--- src/scu_pkg.sv ---
/*
 * Shared constants for the system-control instruction unit: operation
 * codes, register map, field positions, reset values and step sizes.
 * Assumes the decoder in front of the unit has already classified the
 * fetched word into one of the operation codes below.
 */
package scu_pkg;

  // ************************************************************
  // Operation codes of the control instruction group
  // ************************************************************
  typedef enum logic [3:0] {
    SCU_OP_NOP,       // No operation
    SCU_OP_CALL,      // Subroutine call
    SCU_OP_JUMP,      // Unconditional jump
    SCU_OP_RET,       // Subroutine return
    SCU_OP_RET_VAL,   // Return with immediate into working register
    SCU_OP_RET_INT,   // Return from interrupt service
    SCU_OP_PC_ADD,    // Computed jump
    SCU_OP_GIE_ON,    // Global interrupt enable
    SCU_OP_GIE_OFF,   // Global interrupt disable
    SCU_OP_HALT_SYS,  // Stop everything
    SCU_OP_HALT_CORE, // Stop only the core clock
    SCU_OP_SW_RESET,  // Whole-chip reset
    SCU_OP_WDT_CLEAR  // Restart watchdog count
  } scu_op_e;

  // ************************************************************
  // Execution sequencing
  // ************************************************************
  typedef enum logic [1:0] {
    SCU_ST_IDLE,      // First cycle of any instruction
    SCU_ST_JUMP2,     // Second cycle of jump, call, computed jump
    SCU_ST_RET2       // Second cycle of any of the three returns
  } scu_state_e;

  // ************************************************************
  // Register map (byte addresses, one word each)
  // ************************************************************
  localparam logic [3:0] SCU_ADDR_CTRL = 4'h0;   // Control, R/W
  localparam logic [3:0] SCU_ADDR_STATUS = 4'h4; // Status, RO
  localparam logic [3:0] SCU_ADDR_PC = 4'h8;     // Program counter, RO
  localparam logic [3:0] SCU_ADDR_SP = 4'hC;     // Stack pointer, RO

  // Control fields
  localparam int SCU_CTRL_GIE_BIT = 0;     // Writes the interrupt enable
  localparam int SCU_CTRL_WAKE_BIT = 1;    // Writing 1 releases a halt

  // Status fields
  localparam int SCU_STAT_GIE_BIT = 0;
  localparam int SCU_STAT_HSYS_BIT = 1;
  localparam int SCU_STAT_HCORE_BIT = 2;
  localparam int SCU_STAT_RET2_BIT = 3;

  // ************************************************************
  // Steps and reset values
  // ************************************************************
  localparam int SCU_SP_STEP = 2;          // Bytes per stacked address
  localparam int SCU_PC_STEP = 1;          // Words per instruction
  localparam logic SCU_GIE_RST = 1'b0;     // Interrupts off after reset

endpackage : scu_pkg

--- src/scu_ctrl_exec.sv ---
/*
 * Execution unit for the system-control instruction group of an 8-bit
 * core: call, jump, computed jump, the three returns, interrupt enable
 * and disable, watchdog clear, no-operation, software reset and the two
 * halt modes. Registers are reached over a classic Wishbone slave.
 * Assumes a decoder presents one control instruction at a time with its
 * target and immediate, and that the oscillator, watchdog, clock gate and
 * reset tree act on the strobes driven here.
 */
// Chosen here: the Wishbone interface to the registers and the address map.
// Function
// - Call stacks next address, jumps, sp plus 2
// - Jump loads full-range target into counter
// - Return-with-value writes immediate, then returns
// - Return: sp minus 2, reload counter
// - Interrupt return also sets interrupt enable
// - Flags never change; no-op only advances
// - Watchdog clear restarts watchdog count
// - Computed jump adds working register
// - Interrupt-on sets global interrupt enable
// - Interrupt-off clears global interrupt enable
// - System halt stops all clocks
// - Core halt gates core clock, oscillators run
// - Software reset equals hardware reset
// - Branches and returns take two cycles
`timescale 1ns/10ps
`default_nettype none

module scu_ctrl_exec
  import scu_pkg::*;
#(
  parameter int PC_W = 12,               // Program address width
  parameter int SP_W = 8,                // Stack pointer width
  parameter int STACK_DEPTH = 8          // Return entries held
) (
  input wire logic clk_i,
  input wire logic rst_i,
  // Instruction side
  input wire logic instr_valid_i,
  output logic instr_ready_o,
  input wire logic [3:0] instr_op_i,
  input wire logic [PC_W-1:0] instr_target_i,
  input wire logic [7:0] instr_imm_i,
  input wire logic [7:0] working_register_i,
  output logic [PC_W-1:0] pc_o,
  output logic [SP_W-1:0] stack_top_pointer_o,
  output logic fetch_flush_o,
  output logic working_register_we_o,
  output logic [7:0] working_register_o,
  output logic flags_we_o,
  // System strobes
  output logic gie_o,
  output logic wdt_clear_o,
  output logic sys_halt_o,
  output logic core_clk_gate_o,
  output logic chip_reset_o,
  // Wishbone slave
  input wire logic wb_cyc_i,
  input wire logic wb_stb_i,
  input wire logic wb_we_i,
  input wire logic [3:0] wb_adr_i,
  input wire logic [3:0] wb_sel_i,
  input wire logic [31:0] wb_dat_i,
  output logic [31:0] wb_dat_o,
  output logic wb_ack_o
);

  localparam int IDX_W = $clog2(STACK_DEPTH); // Stack entry index width
  localparam int SP_LSB = $clog2(SCU_SP_STEP); // Byte-to-entry shift

  // ************************************************************
  // State
  // ************************************************************
  typedef struct packed {
    scu_state_e st;                      // Sequencer
    logic [PC_W-1:0] pc;                 // Program counter
    logic [SP_W-1:0] sp;                 // Stack pointer, bytes
    logic gie;                           // Global interrupt enable
    logic ret_int;                       // Current return is reti
    logic halt_sys;                      // Whole system stopped
    logic halt_core;                     // Core clock gated
    logic flush;                         // Drop prefetched word
    logic wdt_clr;                       // Watchdog restart pulse
    logic chip_rst;                      // Software reset pulse
    logic acc_we;                        // Working register write
    logic [7:0] acc;                     // Value for working register
    logic ack;                           // Bus acknowledge
    logic [31:0] rdata;                  // Bus read data
  } scu_state_s;

  scu_state_s q;                         // Registered state
  scu_state_s next_q;                    // Next state
  scu_state_s rst_val;                   // Value after any reset

  // Stack store ports
  logic ram_we;
  logic [IDX_W-1:0] ram_waddr;
  logic [IDX_W-1:0] ram_raddr;
  logic [PC_W-1:0] ram_rdata;
  logic [PC_W-1:0] pc_seq;               // Sequential next counter
  logic [SP_W-1:0] sp_up;                // Pointer after a push
  logic [SP_W-1:0] sp_dn;                // Pointer after a pop
  logic bus_req;                         // New bus cycle this clock
  logic take;                            // Instruction accepted
  scu_op_e op;                           // Decoded operation

  // ************************************************************
  // Return address store
  // ************************************************************
  scu_stack_ram #(
    .WIDTH(PC_W),
    .DEPTH(STACK_DEPTH)
  ) u_stack (
    .clk_i(clk_i),
    .we_i(ram_we),
    .waddr_i(ram_waddr),
    .wdata_i(pc_seq),
    .raddr_i(ram_raddr),
    .rdata_o(ram_rdata)
  );

  // ************************************************************
  // Helpers
  // ************************************************************
  // Counter and pointer arithmetic, cut to width on purpose
  always_comb
  begin
    pc_seq = q.pc + PC_W'(SCU_PC_STEP);
    sp_up = q.sp + SP_W'(SCU_SP_STEP);
    sp_dn = q.sp - SP_W'(SCU_SP_STEP);
    op = scu_op_e'(instr_op_i);
    bus_req = wb_cyc_i && wb_stb_i && !q.ack;
    instr_ready_o = (q.st == SCU_ST_IDLE) && !q.halt_sys && !q.halt_core;
    take = instr_valid_i && instr_ready_o;
  end

  // Reset image, shared by hardware and software reset
  always_comb
  begin
    rst_val = '0;
    rst_val.st = SCU_ST_IDLE;
    rst_val.gie = SCU_GIE_RST;
  end

  // ************************************************************
  // Next-state logic
  // ************************************************************
  always_comb
  begin
    next_q = q;
    // Pulses last one cycle
    next_q.flush = 1'b0;
    next_q.wdt_clr = 1'b0;
    next_q.chip_rst = 1'b0;
    next_q.acc_we = 1'b0;
    next_q.ack = 1'b0;
    ram_we = 1'b0;
    ram_waddr = q.sp[SP_LSB +: IDX_W];
    ram_raddr = sp_dn[SP_LSB +: IDX_W];

    // Bus slave: answers every address, unmapped ones read zero
    if (bus_req)
    begin
      next_q.ack = 1'b1;
      next_q.rdata = '0;
      if (wb_we_i)
      begin
        if (wb_adr_i == SCU_ADDR_CTRL && wb_sel_i[0])
        begin
          next_q.gie = wb_dat_i[SCU_CTRL_GIE_BIT];
          // Wake-up logic proper lives outside; this is its hook
          if (wb_dat_i[SCU_CTRL_WAKE_BIT])
          begin
            next_q.halt_sys = 1'b0;
            next_q.halt_core = 1'b0;
          end
        end
      end
      else
      begin
        unique case (wb_adr_i)
          SCU_ADDR_CTRL: next_q.rdata[SCU_CTRL_GIE_BIT] = q.gie;
          SCU_ADDR_STATUS:
          begin
            next_q.rdata[SCU_STAT_GIE_BIT] = q.gie;
            next_q.rdata[SCU_STAT_HSYS_BIT] = q.halt_sys;
            next_q.rdata[SCU_STAT_HCORE_BIT] = q.halt_core;
            next_q.rdata[SCU_STAT_RET2_BIT] = (q.st == SCU_ST_RET2);
          end
          SCU_ADDR_PC: next_q.rdata[PC_W-1:0] = q.pc;
          SCU_ADDR_SP: next_q.rdata[SP_W-1:0] = q.sp;
          default: next_q.rdata = '0;
        endcase
      end
    end

    // Instruction sequencing; instruction effects come after the bus
    // so a hardware set of the enable wins over a software write
    unique case (q.st)
      SCU_ST_IDLE:
      begin
        if (take)
        begin
          unique case (op)
            SCU_OP_CALL:
            begin
              ram_we = 1'b1;
              next_q.pc = instr_target_i;
              next_q.sp = sp_up;
              next_q.st = SCU_ST_JUMP2;
            end
            SCU_OP_JUMP:
            begin
              next_q.pc = instr_target_i;
              next_q.st = SCU_ST_JUMP2;
            end
            SCU_OP_PC_ADD:
            begin
              // Unsigned add, wraps within program space
              next_q.pc = q.pc + PC_W'(working_register_i);
              next_q.st = SCU_ST_JUMP2;
            end
            SCU_OP_RET, SCU_OP_RET_VAL, SCU_OP_RET_INT:
            begin
              // Pop now; the entry is read out next cycle
              next_q.sp = sp_dn;
              next_q.ret_int = (op == SCU_OP_RET_INT);
              next_q.st = SCU_ST_RET2;
              if (op == SCU_OP_RET_VAL)
              begin
                next_q.acc_we = 1'b1;
                next_q.acc = instr_imm_i;
              end
            end
            SCU_OP_GIE_ON:
            begin
              next_q.gie = 1'b1;
              next_q.pc = pc_seq;
            end
            SCU_OP_GIE_OFF:
            begin
              next_q.gie = 1'b0;
              next_q.pc = pc_seq;
            end
            SCU_OP_WDT_CLEAR:
            begin
              next_q.wdt_clr = 1'b1;
              next_q.pc = pc_seq;
            end
            SCU_OP_HALT_SYS:
            begin
              next_q.halt_sys = 1'b1;
              next_q.pc = pc_seq;
            end
            SCU_OP_HALT_CORE:
            begin
              next_q.halt_core = 1'b1;
              next_q.pc = pc_seq;
            end
            SCU_OP_SW_RESET:
            begin
              // Same image as the reset pin, plus the chip-wide pulse
              next_q = rst_val;
              next_q.chip_rst = 1'b1;
              // A bus cycle in flight still gets its answer, else it hangs
              next_q.ack = bus_req;
            end
            SCU_OP_NOP:
            begin
              next_q.pc = pc_seq;
            end
            default:
            begin
              // Codes outside the group are not this unit's work
              next_q.pc = pc_seq;
            end
          endcase
        end
      end
      SCU_ST_JUMP2:
      begin
        next_q.flush = 1'b1;
        next_q.st = SCU_ST_IDLE;
      end
      SCU_ST_RET2:
      begin
        next_q.pc = ram_rdata;
        next_q.flush = 1'b1;
        next_q.st = SCU_ST_IDLE;
        if (q.ret_int)
        begin
          next_q.gie = 1'b1;
        end
      end
      default: next_q.st = SCU_ST_IDLE;
    endcase
  end

  // ************************************************************
  // State register
  // ************************************************************
  always_ff @(posedge clk_i)
  begin
    if (rst_i)
    begin
      q <= rst_val;
    end
    else
    begin
      q <= next_q;
    end
  end

  // ************************************************************
  // Outputs
  // ************************************************************
  always_comb
  begin
    pc_o = q.pc;
    stack_top_pointer_o = q.sp;
    fetch_flush_o = q.flush;
    working_register_we_o = q.acc_we;
    working_register_o = q.acc;
    flags_we_o = 1'b0;
    gie_o = q.gie;
    wdt_clear_o = q.wdt_clr;
    sys_halt_o = q.halt_sys;
    // Core clock is gated in either halt; sys_halt_o also flags a system halt
    core_clk_gate_o = q.halt_core || q.halt_sys;
    chip_reset_o = q.chip_rst;
    wb_dat_o = q.rdata;
    wb_ack_o = q.ack;
  end

endmodule // scu_ctrl_exec

`default_nettype wire

--- src/scu_stack_ram.sv ---
/*
 * Small return-address store for the control unit: one write port and
 * one read port, read data registered. Assumes one write and one read
 * per cycle at most, and that the caller keeps the pointer in range.
 */
`timescale 1ns/10ps
`default_nettype none

module scu_stack_ram
  import scu_pkg::*;
#(
  parameter int WIDTH = 12,              // Stored address width
  parameter int DEPTH = 8                // Number of return entries
) (
  input wire logic clk_i,
  input wire logic we_i,
  input wire logic [$clog2(DEPTH)-1:0] waddr_i,
  input wire logic [WIDTH-1:0] wdata_i,
  input wire logic [$clog2(DEPTH)-1:0] raddr_i,
  output logic [WIDTH-1:0] rdata_o
);

  // ************************************************************
  // Storage
  // ************************************************************
  logic [WIDTH-1:0] mem [DEPTH];         // No reset: contents are data

  // Write port and registered read port
  always_ff @(posedge clk_i)
  begin
    if (we_i)
    begin
      mem[waddr_i] <= wdata_i;
    end
    rdata_o <= mem[raddr_i];
  end

endmodule // scu_stack_ram

`default_nettype wire

--- config.mk ---
export PLATFORM = sky130hd
export DESIGN_NAME = scu_ctrl_exec
export DESIGN_NICKNAME = d
export VERILOG_FILES = /design/src/scu_pkg.sv /design/src/scu_ctrl_exec.sv /design/src/scu_stack_ram.sv
export SDC_FILE = /design/constraint.sdc
export NUM_CORES = 1
export LEC_CHECK = 0
export BUFFER_PORTS_ARGS = -buffer_cell sky130_fd_sc_hd__buf_2
export CAP_MARGIN = 20
export CORE_ASPECT_RATIO = 0.7
export CORE_UTILIZATION = 30
export DETAILED_ROUTE_END_ITERATION = 8
export GPL_ROUTABILITY_DRIVEN = 0
export PLACE_DENSITY = 0.45
export SETUP_SLACK_MARGIN = 0.5
export SLEW_MARGIN = 5
export SYNTH_ARGS = -nofsm -noshare
export SYNTH_HDL_FRONTEND = slang
export SYNTH_HIERARCHICAL = 1
export SYNTH_SLANG_ARGS = --single-unit
export TNS_END_PERCENT = 10
--- constraint.sdc ---
create_clock -name clk_i -period 4.6 [get_ports clk_i]
set_clock_uncertainty 0.05 [all_clocks]
set_input_delay 0.69 -clock clk_i [delete_from_list [all_inputs] [get_ports clk_i]]
set_output_delay 0.69 -clock clk_i [all_outputs]
set_load 0.05 [all_outputs]
# ---- Word-level counts from Yosys, hierarchy flattened
# Memories as Yosys holds them, arrays and structs flattened. A register that Yosys moved wholly into a read port is not among the register bits.
# Index checks and enable logic that the tools add are counted.
dict set report totals {
  input_bits 78
  mem_count 1
  mem_bits_rw 96
  regBits 71
}
dict set report classes {
  addsub 4
  reduce_logical 29
  bitwise_logic 2
  eq_ne 20
  mux 37
}
# memory words width read_ports rd_ports_with_merged_regs write_ports line
set mem_list {}
lappend mem_list {u_stack.mem 8 12 1 1 1 scu_stack_ram.sv:26} ;# logic [WIDTH-1:0] mem [DEPTH];
# operator n
set op_table {}
lappend op_table {{two-way mux 33 bit} 3}
lappend op_table {{two-way mux 69 bit} 1}
lappend op_table {{case mux 12 bit (4 select lines)} 1}
lappend op_table {{== test 4 bit (second input constant)} 7}
lappend op_table {{case mux 12 bit (2 select lines)} 1}
lappend op_table {{case mux 8 bit (3 select lines)} 1}
lappend op_table {{== test 4 x 3 -> 1 bit (second input constant)} 5}
lappend op_table {{case mux 9 bit (2 select lines)} 1}
lappend op_table {{adder 12 x 1 -> 12 bit (second input constant)} 1}
lappend op_table {{adder 12 x 8 -> 12 bit} 1}
lappend op_table {{two-way mux 12 bit} 1}
lappend op_table {{case mux 1 bit (2 select lines)} 6}
lappend op_table {{two-way mux 1 bit} 11}
lappend op_table {{two-way mux 2 bit} 5}
lappend op_table {{OR reduction 2 bit} 5}
lappend op_table {{two-way mux 9 bit} 1}
lappend op_table {{case mux 3 bit (3 select lines)} 1}
lappend op_table {{AND reduction 3 bit} 3}
lappend op_table {{OR reduction 3 bit} 3}
lappend op_table {{adder 8 x 2 -> 8 bit (second input constant)} 1}
lappend op_table {{== test 4 x 2 -> 1 bit (second input constant)} 2}
lappend op_table {{case mux 4 bit (2 select lines)} 1}
lappend op_table {{subtractor 8 x 2 -> 8 bit (second input constant)} 1}
lappend op_table {{logical AND 1 bit} 6}
lappend op_table {{16 further kinds} 23}

# ---- Longest topological paths before layout
# Gate-level depths: netlist (run 1).
dict set report depth {
  word_depth 8
  depth_mapped 9
}

# ---- Hierarchy
# The synthesis (run 1) kept the hierarchy.
# mod cells_each seq_area_each_um2 area_each_um2 n_inst
set by_module_without_submodules {}
lappend by_module_without_submodules {scu_ctrl_exec 529 1421.4 4342.9 1}
lappend by_module_without_submodules {scu_stack_ram 164 3123.0 3987.6 1}

# ---- Worst setup path after synthesis (run 1)
# Ideal clock, no wire load.
dict set report synth_path {
  path_type {input to register}
  startpoint {in instr_valid_i}
  endpoint {mem u_stack.mem[0][0] (enable)}
  slack_ps 1712
  n_path_buf 1
  arrival_time_ps 2442
  path_stages 6
  cell_sequence {and4bb_2 buf_1 nand3_1 nor2_1 nand2b_1 nor3_1}
}
dict set report synth_between {
  elab_chain_cells 5
}
# item line
set synth_rtl {}
lappend synth_rtl {{start, declared} scu_ctrl_exec.sv:39} ;# input wire logic instr_valid_i,
lappend synth_rtl {{logical AND 1 bit} scu_ctrl_exec.sv:134} ;# take = instr_valid_i && instr_ready_o;
lappend synth_rtl {{two-way mux 1 bit} scu_ctrl_exec.sv:202} ;# if (take)
lappend synth_rtl {{two-way mux 1 bit} scu_ctrl_exec.sv:199} ;# unique case (q.st)
lappend synth_rtl {{via ram_we} scu_ctrl_exec.sv:96} ;# logic ram_we;
lappend synth_rtl {{two-way mux 1 bit} scu_stack_ram.sv:31} ;# if (we_i)
lappend synth_rtl {{two-way mux 1 bit (not written as such)} scu_stack_ram.sv:33} ;# mem[waddr_i] <= wdata_i;
lappend synth_rtl {{end, declared} scu_stack_ram.sv:26}
# The timed path passes the listed nets, and every way through them passes these cells.

# ---- Worst setup path after layout (run 1)
dict set report layout_path {
  startpoint {reg q, in the netlist pc_o[0]}
  endpoint {reg q, in the netlist pc_o[10]}
}
dict set report layout_between {
  elab_chain_cells 4
  word_cells_on_any_way 5
}
# item line
set layout_rtl {}
lappend layout_rtl {{start, declared} scu_ctrl_exec.sv:91} ;# scu_state_s q;
lappend layout_rtl {{start signal, assigned} scu_ctrl_exec.sv:306} ;# q <= rst_val;
lappend layout_rtl {{start signal, assigned} scu_ctrl_exec.sv:310} ;# q <= next_q;
lappend layout_rtl {{adder 12 x 1 -> 12 bit or adder 12 x 8 -> 12 bit (tied branches)} {scu_ctrl_exec.sv:128, scu_ctrl_exec.sv:220}}
lappend layout_rtl {{case mux 12 bit (4 select lines) (*)} scu_ctrl_exec.sv:204} ;# unique case (op)
lappend layout_rtl {{two-way mux 69 bit (*)} scu_ctrl_exec.sv:202}
lappend layout_rtl {{case mux 12 bit (2 select lines) (*)} scu_ctrl_exec.sv:199}
# Every way passes the cells marked *; elsewhere a longest branch is shown, timed or not. The select of a mux whose other input is x is not followed.
# A chain may end at the register's enable or synchronous reset.

==> results.yml, run 1 <==
outcome:
  status: "complete, no violations"
global_route:
  grt_max_degree: 38
  grt_pass1_wl_um: 33700
  grt_pass1_vias: 5577
  track_usage: 0.161
  antenna_found_initial: 1
  overflow: 0
route:
  drc_errors: 0
  dr.pass1.iters: 6
  via_per_inst: 5.17
  drt.antenna.violating_nets: 0
  met3_wirelength_um: 1780
  wl_per_cell_um: 20.5
  vias: 5761
  met1_length_um: 11200
  routed.top_layer: "met4"
  drt-initial-drc-count: 489
  postRouteWirelength_um: 22900
  met2_length_um: 9730
floorplan:
  num_rows: 50
  core-area_um2: 27000
  die-area_um2: 28400
  num_io_pins: 148
  die_w_um: 201
  start_util: 0.308
  die_y_um: 141
yosys:
  yosys.area_share.xor_xnor: 0.0231
  async_reset_ff_frac: 0
  yosysWarnings: 6
  synth_cell_types: 66
  synth-simple-area-share: 0.110
  syn_area_um2: 8330
  synth_cells: 693
  ys_seq_area_frac: 0.546
  synth_compound_area_frac: 0.117
  ys.flop_type: "edfxtp_1"
  synthTopCellsByArea: "edfxtp_1 (35%), dfxtp_1 (20%), mux4_1 (6.6%)"
  synth_top_area_frac: 0.346
  synthMuxAreaShare: 0.0958
  synth_seq_cells: 179
  synth_edf_count: 96
  synth_fa_ha_area_frac: 0.0219
  synth_top_family_by_area: "compound AO/OA/AOI/OAI gates"
  synthMostInstantiatedCell: "edfxtp_1"
  syn-num-nets: 785
  synth_top_area_cell: "edfxtp_1"
  ys_top_cells_by_count: "edfxtp_1 (96), dfxtp_1 (83), buf_4 (62)"
  postSynthAreaPerCell_um2: 12.0
timing:
  min_period_ps: 3510
  setup_violations: 0
  finalSetupTns_ps: 0
  tightestPinTransition_ps: 984
  hold_violations: 0
  rsz0062_at_grt: "false"
  slew_violations: 0
  fin_crit_sh: 0.763
  slew-limit-headroom: 0.327
  timing.fmax_mhz: 285
clocking:
  hold_buffers: 0
  clkTransAtPathRegs_ps: 70
  cts_tree: "yes"
  clkSinkCount: 179
  htree_num_levels: 4
  cts_resized: 0
  clock_latency_ps: 440
  numCtsBuffers: 17
  clockBufferDepth: 2
  cts_root_buf: "clkbuf_16"
  cts_setup_buffers: 0
worst_setup_path:
  cp-end-kind: "flop"
  critPathArrivalTime_ps: 3760
  startpoint_type: "flop"
  path_buf_inv: 2
  cp_top_family: "compound AO/OA/AOI/OAI gates"
  crit_fanout: 7
  cpPeakStageDelay_ps: 850
  critPathRequiredTime_ps: 4850
  critPathSlowestCell: "a2111oi_0"
  critPathKind: "flop to flop"
  crit_chain: "ha_1, inv_1, fa_1, nand2b_1, a2111oi_0, buf_4, o21bai_1, xnor2_1, a221oi_1, o22ai_1"
cells_and_area:
  area_delta_synth_final_pct: 12.8
  layout.nets: 830
  num-fill-cells: 2692
  drive_above_1_share: 0.250
  diodes: 0
min_path:
  min_path_type: "flop to flop"
placed_design:
  io_buffer_count: 113
  dpl.hpwl_um: 16000
pwr:
  cellLeakagePower_uw: 0.00364
  irDropWorstVdd_v: 0.000278
  total_power_uw: 3710
  powerDensity_nw_per_um2: 395
job:
  max_cap_viol_count: 0
==> layout by cell type, fill, tap and decap left out, types with 6 or more instances in the layout <==
| cell type | Yosys | routed |
|---|---|---|
| nor2_1 | 60 | 55 |
| edfxtp_1 | 96 | 96 |
| xor2_1 | 7 | 7 |
| ha_1 | 13 | 13 |
| o22ai_1 | 10 | 10 |
| nand2b_1 | 8 | 8 |
| a22oi_1 | 22 | 22 |
| o21ai_0 | 14 | 14 |
| nor4_1 | 6 | 6 |
| and2_1 | 25 | 25 |
| a222oi_1 | 11 | 11 |
| a21oi_1 | 34 | 34 |
| nor3_1 | 15 | 15 |
| buf_2 | 10 | 113 |
| nand3_1 | 11 | 11 |
| a211oi_1 | 7 | 7 |
| nand2_1 | 24 | 24 |
| a221oi_1 | 6 | 6 |
| buf_4 | 62 | 12 |
| mux2_2 | 15 | 15 |
| clkbuf_16 | 0 | 17 |
| mux4_1 | 21 | 21 |
| dfxtp_1 | 83 | 83 |
| inv_1 | 21 | 21 |
| xnor2_1 | 15 | 15 |
==> power breakdown <==
group	leakage (uW)	switching [uW]	internal, uW
combinational	0.00181	317	173
clock	0.000277	690	734
sequential	0.00156	62.5	1730
total	0.00364	1070	2640
==> cell type report <==
type                       instances  area [um2]  area share
inverter                          22        82.6     0.00879
clock buffer                      18         439      0.0468
multi-input combinational        393        3080       0.327
sequential                       179        4540       0.484
timing repair buffer             125         656      0.0698
clock inverter                    14         140      0.0149
tap                              364         455      0.0485
==> cell families after synthesis <==
family,after synthesis
fa+ha+maj,14
mux,40
other cells,1
compound gates,136
flops,179
buf+inv,121
simple gates,180
xor+xnor,22
==> worst paths after layout <==
kind,start,end,slack [ps],cells past startpoint
worst max-delay path,pc_o[0]$_SDFFE_PP0P_,pc_o[10]$_SDFFE_PP0P_,1090,10
worst min-delay path,flop,flop,400,2
worst max register to register,pc_o[0]$_SDFFE_PP0P_,pc_o[10]$_SDFFE_PP0P_,1090,10
worst min register to register,flop,flop,400,2
==> worst reg2reg max path, cell delays in order (launching register included) <==
cell and delay, ps:
dfxtp_1 570, ha_1 340, inv_1 80, fa_1 390
nand2b_1 170, a2111oi_0 850, buf_4 250, o21bai_1 80
xnor2_1 150, a221oi_1 320, o22ai_1 110
==> flip-flops by register name, indices dropped and copies added (netlist names), named ones only <==
register	cells
wb_ack_o	1
fetch_flush_o	1
chip_reset_o	1
working_register_we_o	1
u_stack/rdata_o	12
working_register_o	8
gie_o	1
wb_dat_o	32
u_stack/mem	96
sys_halt_o	1
stack_top_pointer_o	7
pc_o	12
wdt_clear_o	1
q	4
==> per-stage QoR <==
| stage | hold WS (ps) | std cells | utilization | cell area (um2) | worst slack (ps) |
|---|---|---|---|---|---|
| after floorplan | 372 | 693 | - | 8330 | 1710 |
| after global placement | 384 | 1082 | 0.326 | 8810 | 1020 |
| after detailed placement | 389 | 1082 | 0.326 | 8810 | 1030 |
| after CTS | 403 | 1114 | 0.347 | 9390 | 1120 |
| after global routing | 422 | 1115 | 0.348 | 9390 | 971 |
| final | 404 | 1115 | 0.348 | 9390 | 1090 |
==> metal layers <==
metal,vias to the layer above,track usage
met2,199,0.226
li1,2628,-
met1,2919,0.236
met5,-,0
met4,0,0.0399
met3,15,0.0544
(Power assumes the default switching activity.)
==> run 2: changes to the inputs <==
Settings changed: PLACE_DENSITY 0.45 to 0.47.
Clock period 4.6 ns to 3.1 ns, I/O delays scaled along.
==> run 2 against run 1 <==
- first-iteration DRC count shrank 1.4%
- sequential power grew 46%
- routed wire length shrank 0.79%
- clock-buffer cell count shrank 1
- cell area grew 2.4%
- largest cell class unchanged
- largest power group unchanged
- non-clock buffer count grew 21
- sequential share of layout area shrank 1.1 points
==> results.yml, run 2 (synthesized netlist as in run 1, its figures left out) <==
cells_and_area:
  drive_above_1_share: 0.276
  final_cell_mix: "buf_2 (113), edfxtp_1 (96), dfxtp_1 (82)"
  fin_area_um2: 9620
  multi_input_area_um2: 3120
  num-fill-cells: 2721
  area_delta_synth_final_pct: 15.4
  layout.nets: 851
  seq_area_um2: 4550
  diodes: 0
  largest_reg_flops: 96
  regMostFlops: "u_stack/mem"
  final_common_cell: "buf_2"
timing:
  holdWs_ps: 203
  fin_crit_sh: 0.795
  slew-limit-headroom: 0.453
  slew_violations: 0
  hold_violations: 0
  setup_violations: 0
  setup_slack_ps: 634
  rsz0062_at_grt: "false"
  timing.fmax_mhz: 406
  min_period_ps: 2470
  tightestPinTransition_ps: 814
floorplan:
  start_util: 0.308
  num_rows: 50
  die-area_um2: 28400
  die_y_um: 141
  core-area_um2: 27000
  die_w_um: 201
  num_io_pins: 148
worst_setup_path:
  critPathKind: "flop to flop"
  r2r-start: "pc_o[0]$_SDFFE_PP0P_"
  reg2reg_depth: 10
  cp-endpoint: "pc_o[10]$_SDFFE_PP0P_"
  critPathArrivalTime_ps: 2730
  cp-end-kind: "flop"
  regToRegEndpoint: "pc_o[10]$_SDFFE_PP0P_"
  critPathRequiredTime_ps: 3360
  reg2reg_setup_slack_ps: 630
  startpoint_type: "flop"
  crit_fanout: 3
  startpoint: "pc_o[0]$_SDFFE_PP0P_"
global_route:
  grt_pass1_wl_um: 34100
  overflow: 0
  grt_max_degree: 37
  grt_pass1_vias: 5493
  antenna_found_initial: 1
  track_usage: 0.161
clocking:
  clock_latency_ps: 440
  cts_setup_buffers: 0
  numCtsBuffers: 17
  cts_tree: "yes"
  cts_root_buf: "clkbuf_16"
  clkTransAtPathRegs_ps: 80
  htree_num_levels: 4
  clockBufferDepth: 2
  hold_buffers: 0
  clkSinkCount: 179
route:
  drt-initial-drc-count: 482
  drt.antenna.violating_nets: 0
  via_per_inst: 5.02
  postRouteWirelength_um: 22700
  vias: 5707
  wl_per_cell_um: 20.0
  dr.pass1.iters: 6
  drc_errors: 0
job:
  max_cap_viol_count: 0
pwr:
  irDropWorstVdd_v: 0.000341
  powerDensity_nw_per_um2: 582
  cellLeakagePower_uw: 0.00379
min_path:
  min_path_type: "primary input to flop"
  hold_depth: 3
placed_design:
  dpl.hpwl_um: 15800
  pre_cts_slack_ps: -21.6
  io_buffer_count: 113
  placed_cell_area_um2: 8970
outcome:
  status: "complete, no violations"
[run 2: changes by cell type in the layout (fill, tap and decap cells not counted), sizes merged]
cell      before  now
buf          125  146
clkbuf        18   17
clkinv         3    6
clkinvlp       3    0
inv           30   31
[run 2: layer usage]
layer | global-route usage | vias up | wire, um
li1 | - | 2668 | -
met2 | 0.218 | 218 | 9220
met4 | 0.0403 | 0 | 192
met5 | 0 | - | 0
met3 | 0.0533 | 16 | 1900
met1 | 0.243 | 2805 | 11400
[run 2: area by class of cell]
class	instances	area share
Clock inverter	15	0.0177
Inverter	22	0.00859
Clock buffer	17	0.0442
Sequential cell	179	0.473
Multi-Input combinational cell	393	0.325
Tap cell	364	0.0474
Timing Repair Buffer	146	0.0846
[run 2: worst max-delay path, stage by stage, from the launching register on]
cell	delay, ps
dfxtp_2	360
ha_4	140
inv_1	50
fa_2	350
nand2b_4	170
a2111oi_4	420
buf_4	180
o21bai_1	80
xnor2_1	150
a221oi_1	290
o22ai_1	100
[run 2: worst min-delay path by stage]
stage,endpoint,start
final,working_register_o[0]$_SDFFE_PP0P_,instr_imm_i[0]
after floorplan,flop,flop
after global routing,working_register_o[4]$_SDFFE_PP0P_,instr_imm_i[4]
after CTS,working_register_o[0]$_SDFFE_PP0P_,instr_imm_i[0]
after global placement,flop,flop
after detailed placement,wb_dat_o[29]$_SDFF_PP0_,wb_dat_o[29]$_SDFF_PP0_
[run 2: metrics by stage]
step	util	std cells	power (uW)	TNS, ps
finish	0.356	1136	5600	0
floorplan	-	693	3220	0
global route	0.356	1136	5800	0
detailed placement	0.332	1103	3460	-21.6
CTS	0.355	1135	5640	0
global placement	0.332	1103	3460	0
[run 2: report_power, final]
| part | total, uW | leakage (uW) | switching, uW | internal (uW) |
|---|---|---|---|---|
| clock network | 2170 | 0.000295 | 1080 | 1090 |
| registers | 2630 | 0.00156 | 53.0 | 2570 |
| logic | 800 | 0.00194 | 516 | 285 |
| total | 5600 | 0.00379 | 1650 | 3950 |
[run 2: what timing repair did]
action | 4_1_cts | 5_1_grt
gates resized for setup | 3 | 6
pin swaps | 0 | 2
endpoints found under the setup margin | 2 | 1
==> run 3: changes to the inputs <==
Clock period 3.1 ns to 2 ns, I/O delays scaled along.
==> run 3 against run 2 <==
- highest routed layer unchanged
- global-route usage up 0.58 points
- first-iteration DRC count down 14%
- die area unchanged
- core utilization up 6.4 points
- setup slack worse by 780 ps
- total power up 65%
- non-clock buffer count up 77
- critical endpoint is now pc_o[4]$_SDFFE_PP0P_
- clock power up 55%
- sequential cell count unchanged
- largest power group unchanged
- fmax up 15%
- via count up 4.7%
- the flow now finishes with violations (setup timing)
==> results.yml, run 3 (synthesized netlist as in run 1, its figures left out) <==
outcome:
  status: "complete, but fails checks"
  violations: "setup timing"
min_path:
  min_to: "working_register_o[7]$_SDFFE_PP0P_"
  min_path_type: "primary input to flop"
  hold_depth: 3
  hold_start: "instr_imm_i[7]"
timing:
  fin_crit_sh: 1.07
  slew_violations: 0
  hold_violations: 0
  setup_slack_ps: -144
  rsz0062_at_grt: "true"
  setup_violations: 8
  min_period_ps: 2140
  holdWs_ps: 48.5
  finalSetupTns_ps: -474
  timing.fmax_mhz: 466
cells_and_area:
  num-fill-cells: 2577
  final_common_cell: "edfxtp_1"
  fin_area_um2: 11300
  diodes: 0
  regMostFlops: "u_stack/mem"
  largest_reg_flops: 96
  area_delta_synth_final_pct: 36.0
  drive_above_1_share: 0.499
  seq_area_um2: 4580
  final_cell_mix: "edfxtp_1 (96), buf_2 (91), buf_4 (71)"
  layout.nets: 929
  multi_input_area_um2: 3750
  fin_cells: 1214
global_route:
  track_usage: 0.167
  grt_max_degree: 36
  grt_pass1_vias: 5846
  antenna_found_initial: 0
  overflow: 0
  grt_pass1_wl_um: 35500
floorplan:
  start_util: 0.308
  die_y_um: 141
  num_io_pins: 148
  core-area_um2: 27000
  die_w_um: 201
  num_rows: 50
  die-area_um2: 28400
pwr:
  irDropWorstVdd_v: 0.000587
  cellLeakagePower_uw: 0.00442
  powerDensity_nw_per_um2: 813
worst_setup_path:
  r2r-start: "pc_o[0]$_SDFFE_PP0P_"
  crit_chain: "ha_4, inv_2, fa_2, nand2b_4, a21oi_2, xor2_1, a222oi_1, a2bb2oi_1, a211oi_1"
  startpoint: "pc_o[0]$_SDFFE_PP0P_"
  reg2reg_depth: 9
  crit_fanout: 2
  startpoint_type: "flop"
  regToRegEndpoint: "pc_o[4]$_SDFFE_PP0P_"
  cp-end-kind: "flop"
  cp_top_family: "compound AO/OA/AOI/OAI gates"
  critPathKind: "flop to flop"
  critPathArrivalTime_ps: 2400
  path_buf_inv: 1
  cpPeakStageDelay_ps: 360
  reg2reg_setup_slack_ps: -140
  critPathSlowestCell: "dfxtp_4"
  critPathRequiredTime_ps: 2260
route:
  via_per_inst: 4.92
  drt.antenna.violating_nets: 0
  drt-initial-drc-count: 414
  postRouteWirelength_um: 24000
  vias: 5973
  dr.pass1.iters: 5
  wl_per_cell_um: 19.8
  drc_errors: 0
placed_design:
  placed_cell_area_um2: 9770
  dpl.hpwl_um: 16600
  pre_cts_slack_ps: -309
  dp_cells: 1168
  io_buffer_count: 113
clocking:
  clkTransAtPathRegs_ps: 70
  cts_tree: "yes"
  cts_root_buf: "clkbuf_16"
  numCtsBuffers: 17
  htree_num_levels: 4
  clockBufferDepth: 2
  clkSinkCount: 179
  clock_latency_ps: 440
job:
  max_cap_viol_count: 0
[run 3: tightest hold or removal path: stages]
cell and delay [ps]:
buf_2 80, a22oi_2 40, nor2_1 70
[run 3: through the flow]
step,utilization,power [uW]
6_report,0.419,9210
3_5_place_dp,0.361,5560
3_3_place_gp,0.361,5560
4_1_cts,0.404,9160
2_1_floorplan,-,5020
5_1_grt,0.419,9550
[run 3: worst max path at each step]
stage / slack [ps] / depth (start not counted) / to
6_report: -140 / 9 / pc_o[4]$_SDFFE_PP0P_
5_1_grt: -240 / 9 / pc_o[10]$_SDFFE_PP0P_
4_1_cts: -150 / 9 / pc_o[10]$_SDFFE_PP0P_
3_5_place_dp: -310 / 7 / wb_dat_o[20]$_SDFF_PP0_
3_3_place_gp: -270 / 10 / pc_o[4]$_SDFFE_PP0P_
2_1_floorplan: -130 / 9 / pc_o[10]$_SDFFE_PP0P_
[run 3: routing by layer]
| metal | global-route usage | vias up | part of all wire |
|---|---|---|---|
| met5 | 0 | - | 0 |
| met4 | 0.0427 | 0 | 0.0082 |
| met3 | 0.0377 | 14 | 0.055 |
| met2 | 0.233 | 152 | 0.42 |
| met1 | 0.257 | 2992 | 0.52 |
| li1 | - | 2815 | - |
[run 3: layout make-up]
class	count	share of cell area
multi-input combinational	394	0.331
timing repair buffer	223	0.165
clock inverter	15	0.0146
clock buffer	17	0.0375
inverter	22	0.00751
tap	364	0.0402
sequential	179	0.404
[run 3: report_power, final]
group          switching [uW]  leakage [uW]  internal [uW]
combinational             972       0.00257            825
clock                    1590      0.000286           1780
sequential               67.4       0.00157           3990
total                    2620       0.00442           6590
[run 3: timing repair]
item / CTS / global route
buffers inserted: 1 / 11
cloned: 1 / 1
pin swaps: 69 / 100
hold buffers: 0 / 0
endpoints found under the setup margin: 260 / 253
endpoints found under the hold margin: 0 / 0
resized for setup: 175 / 77
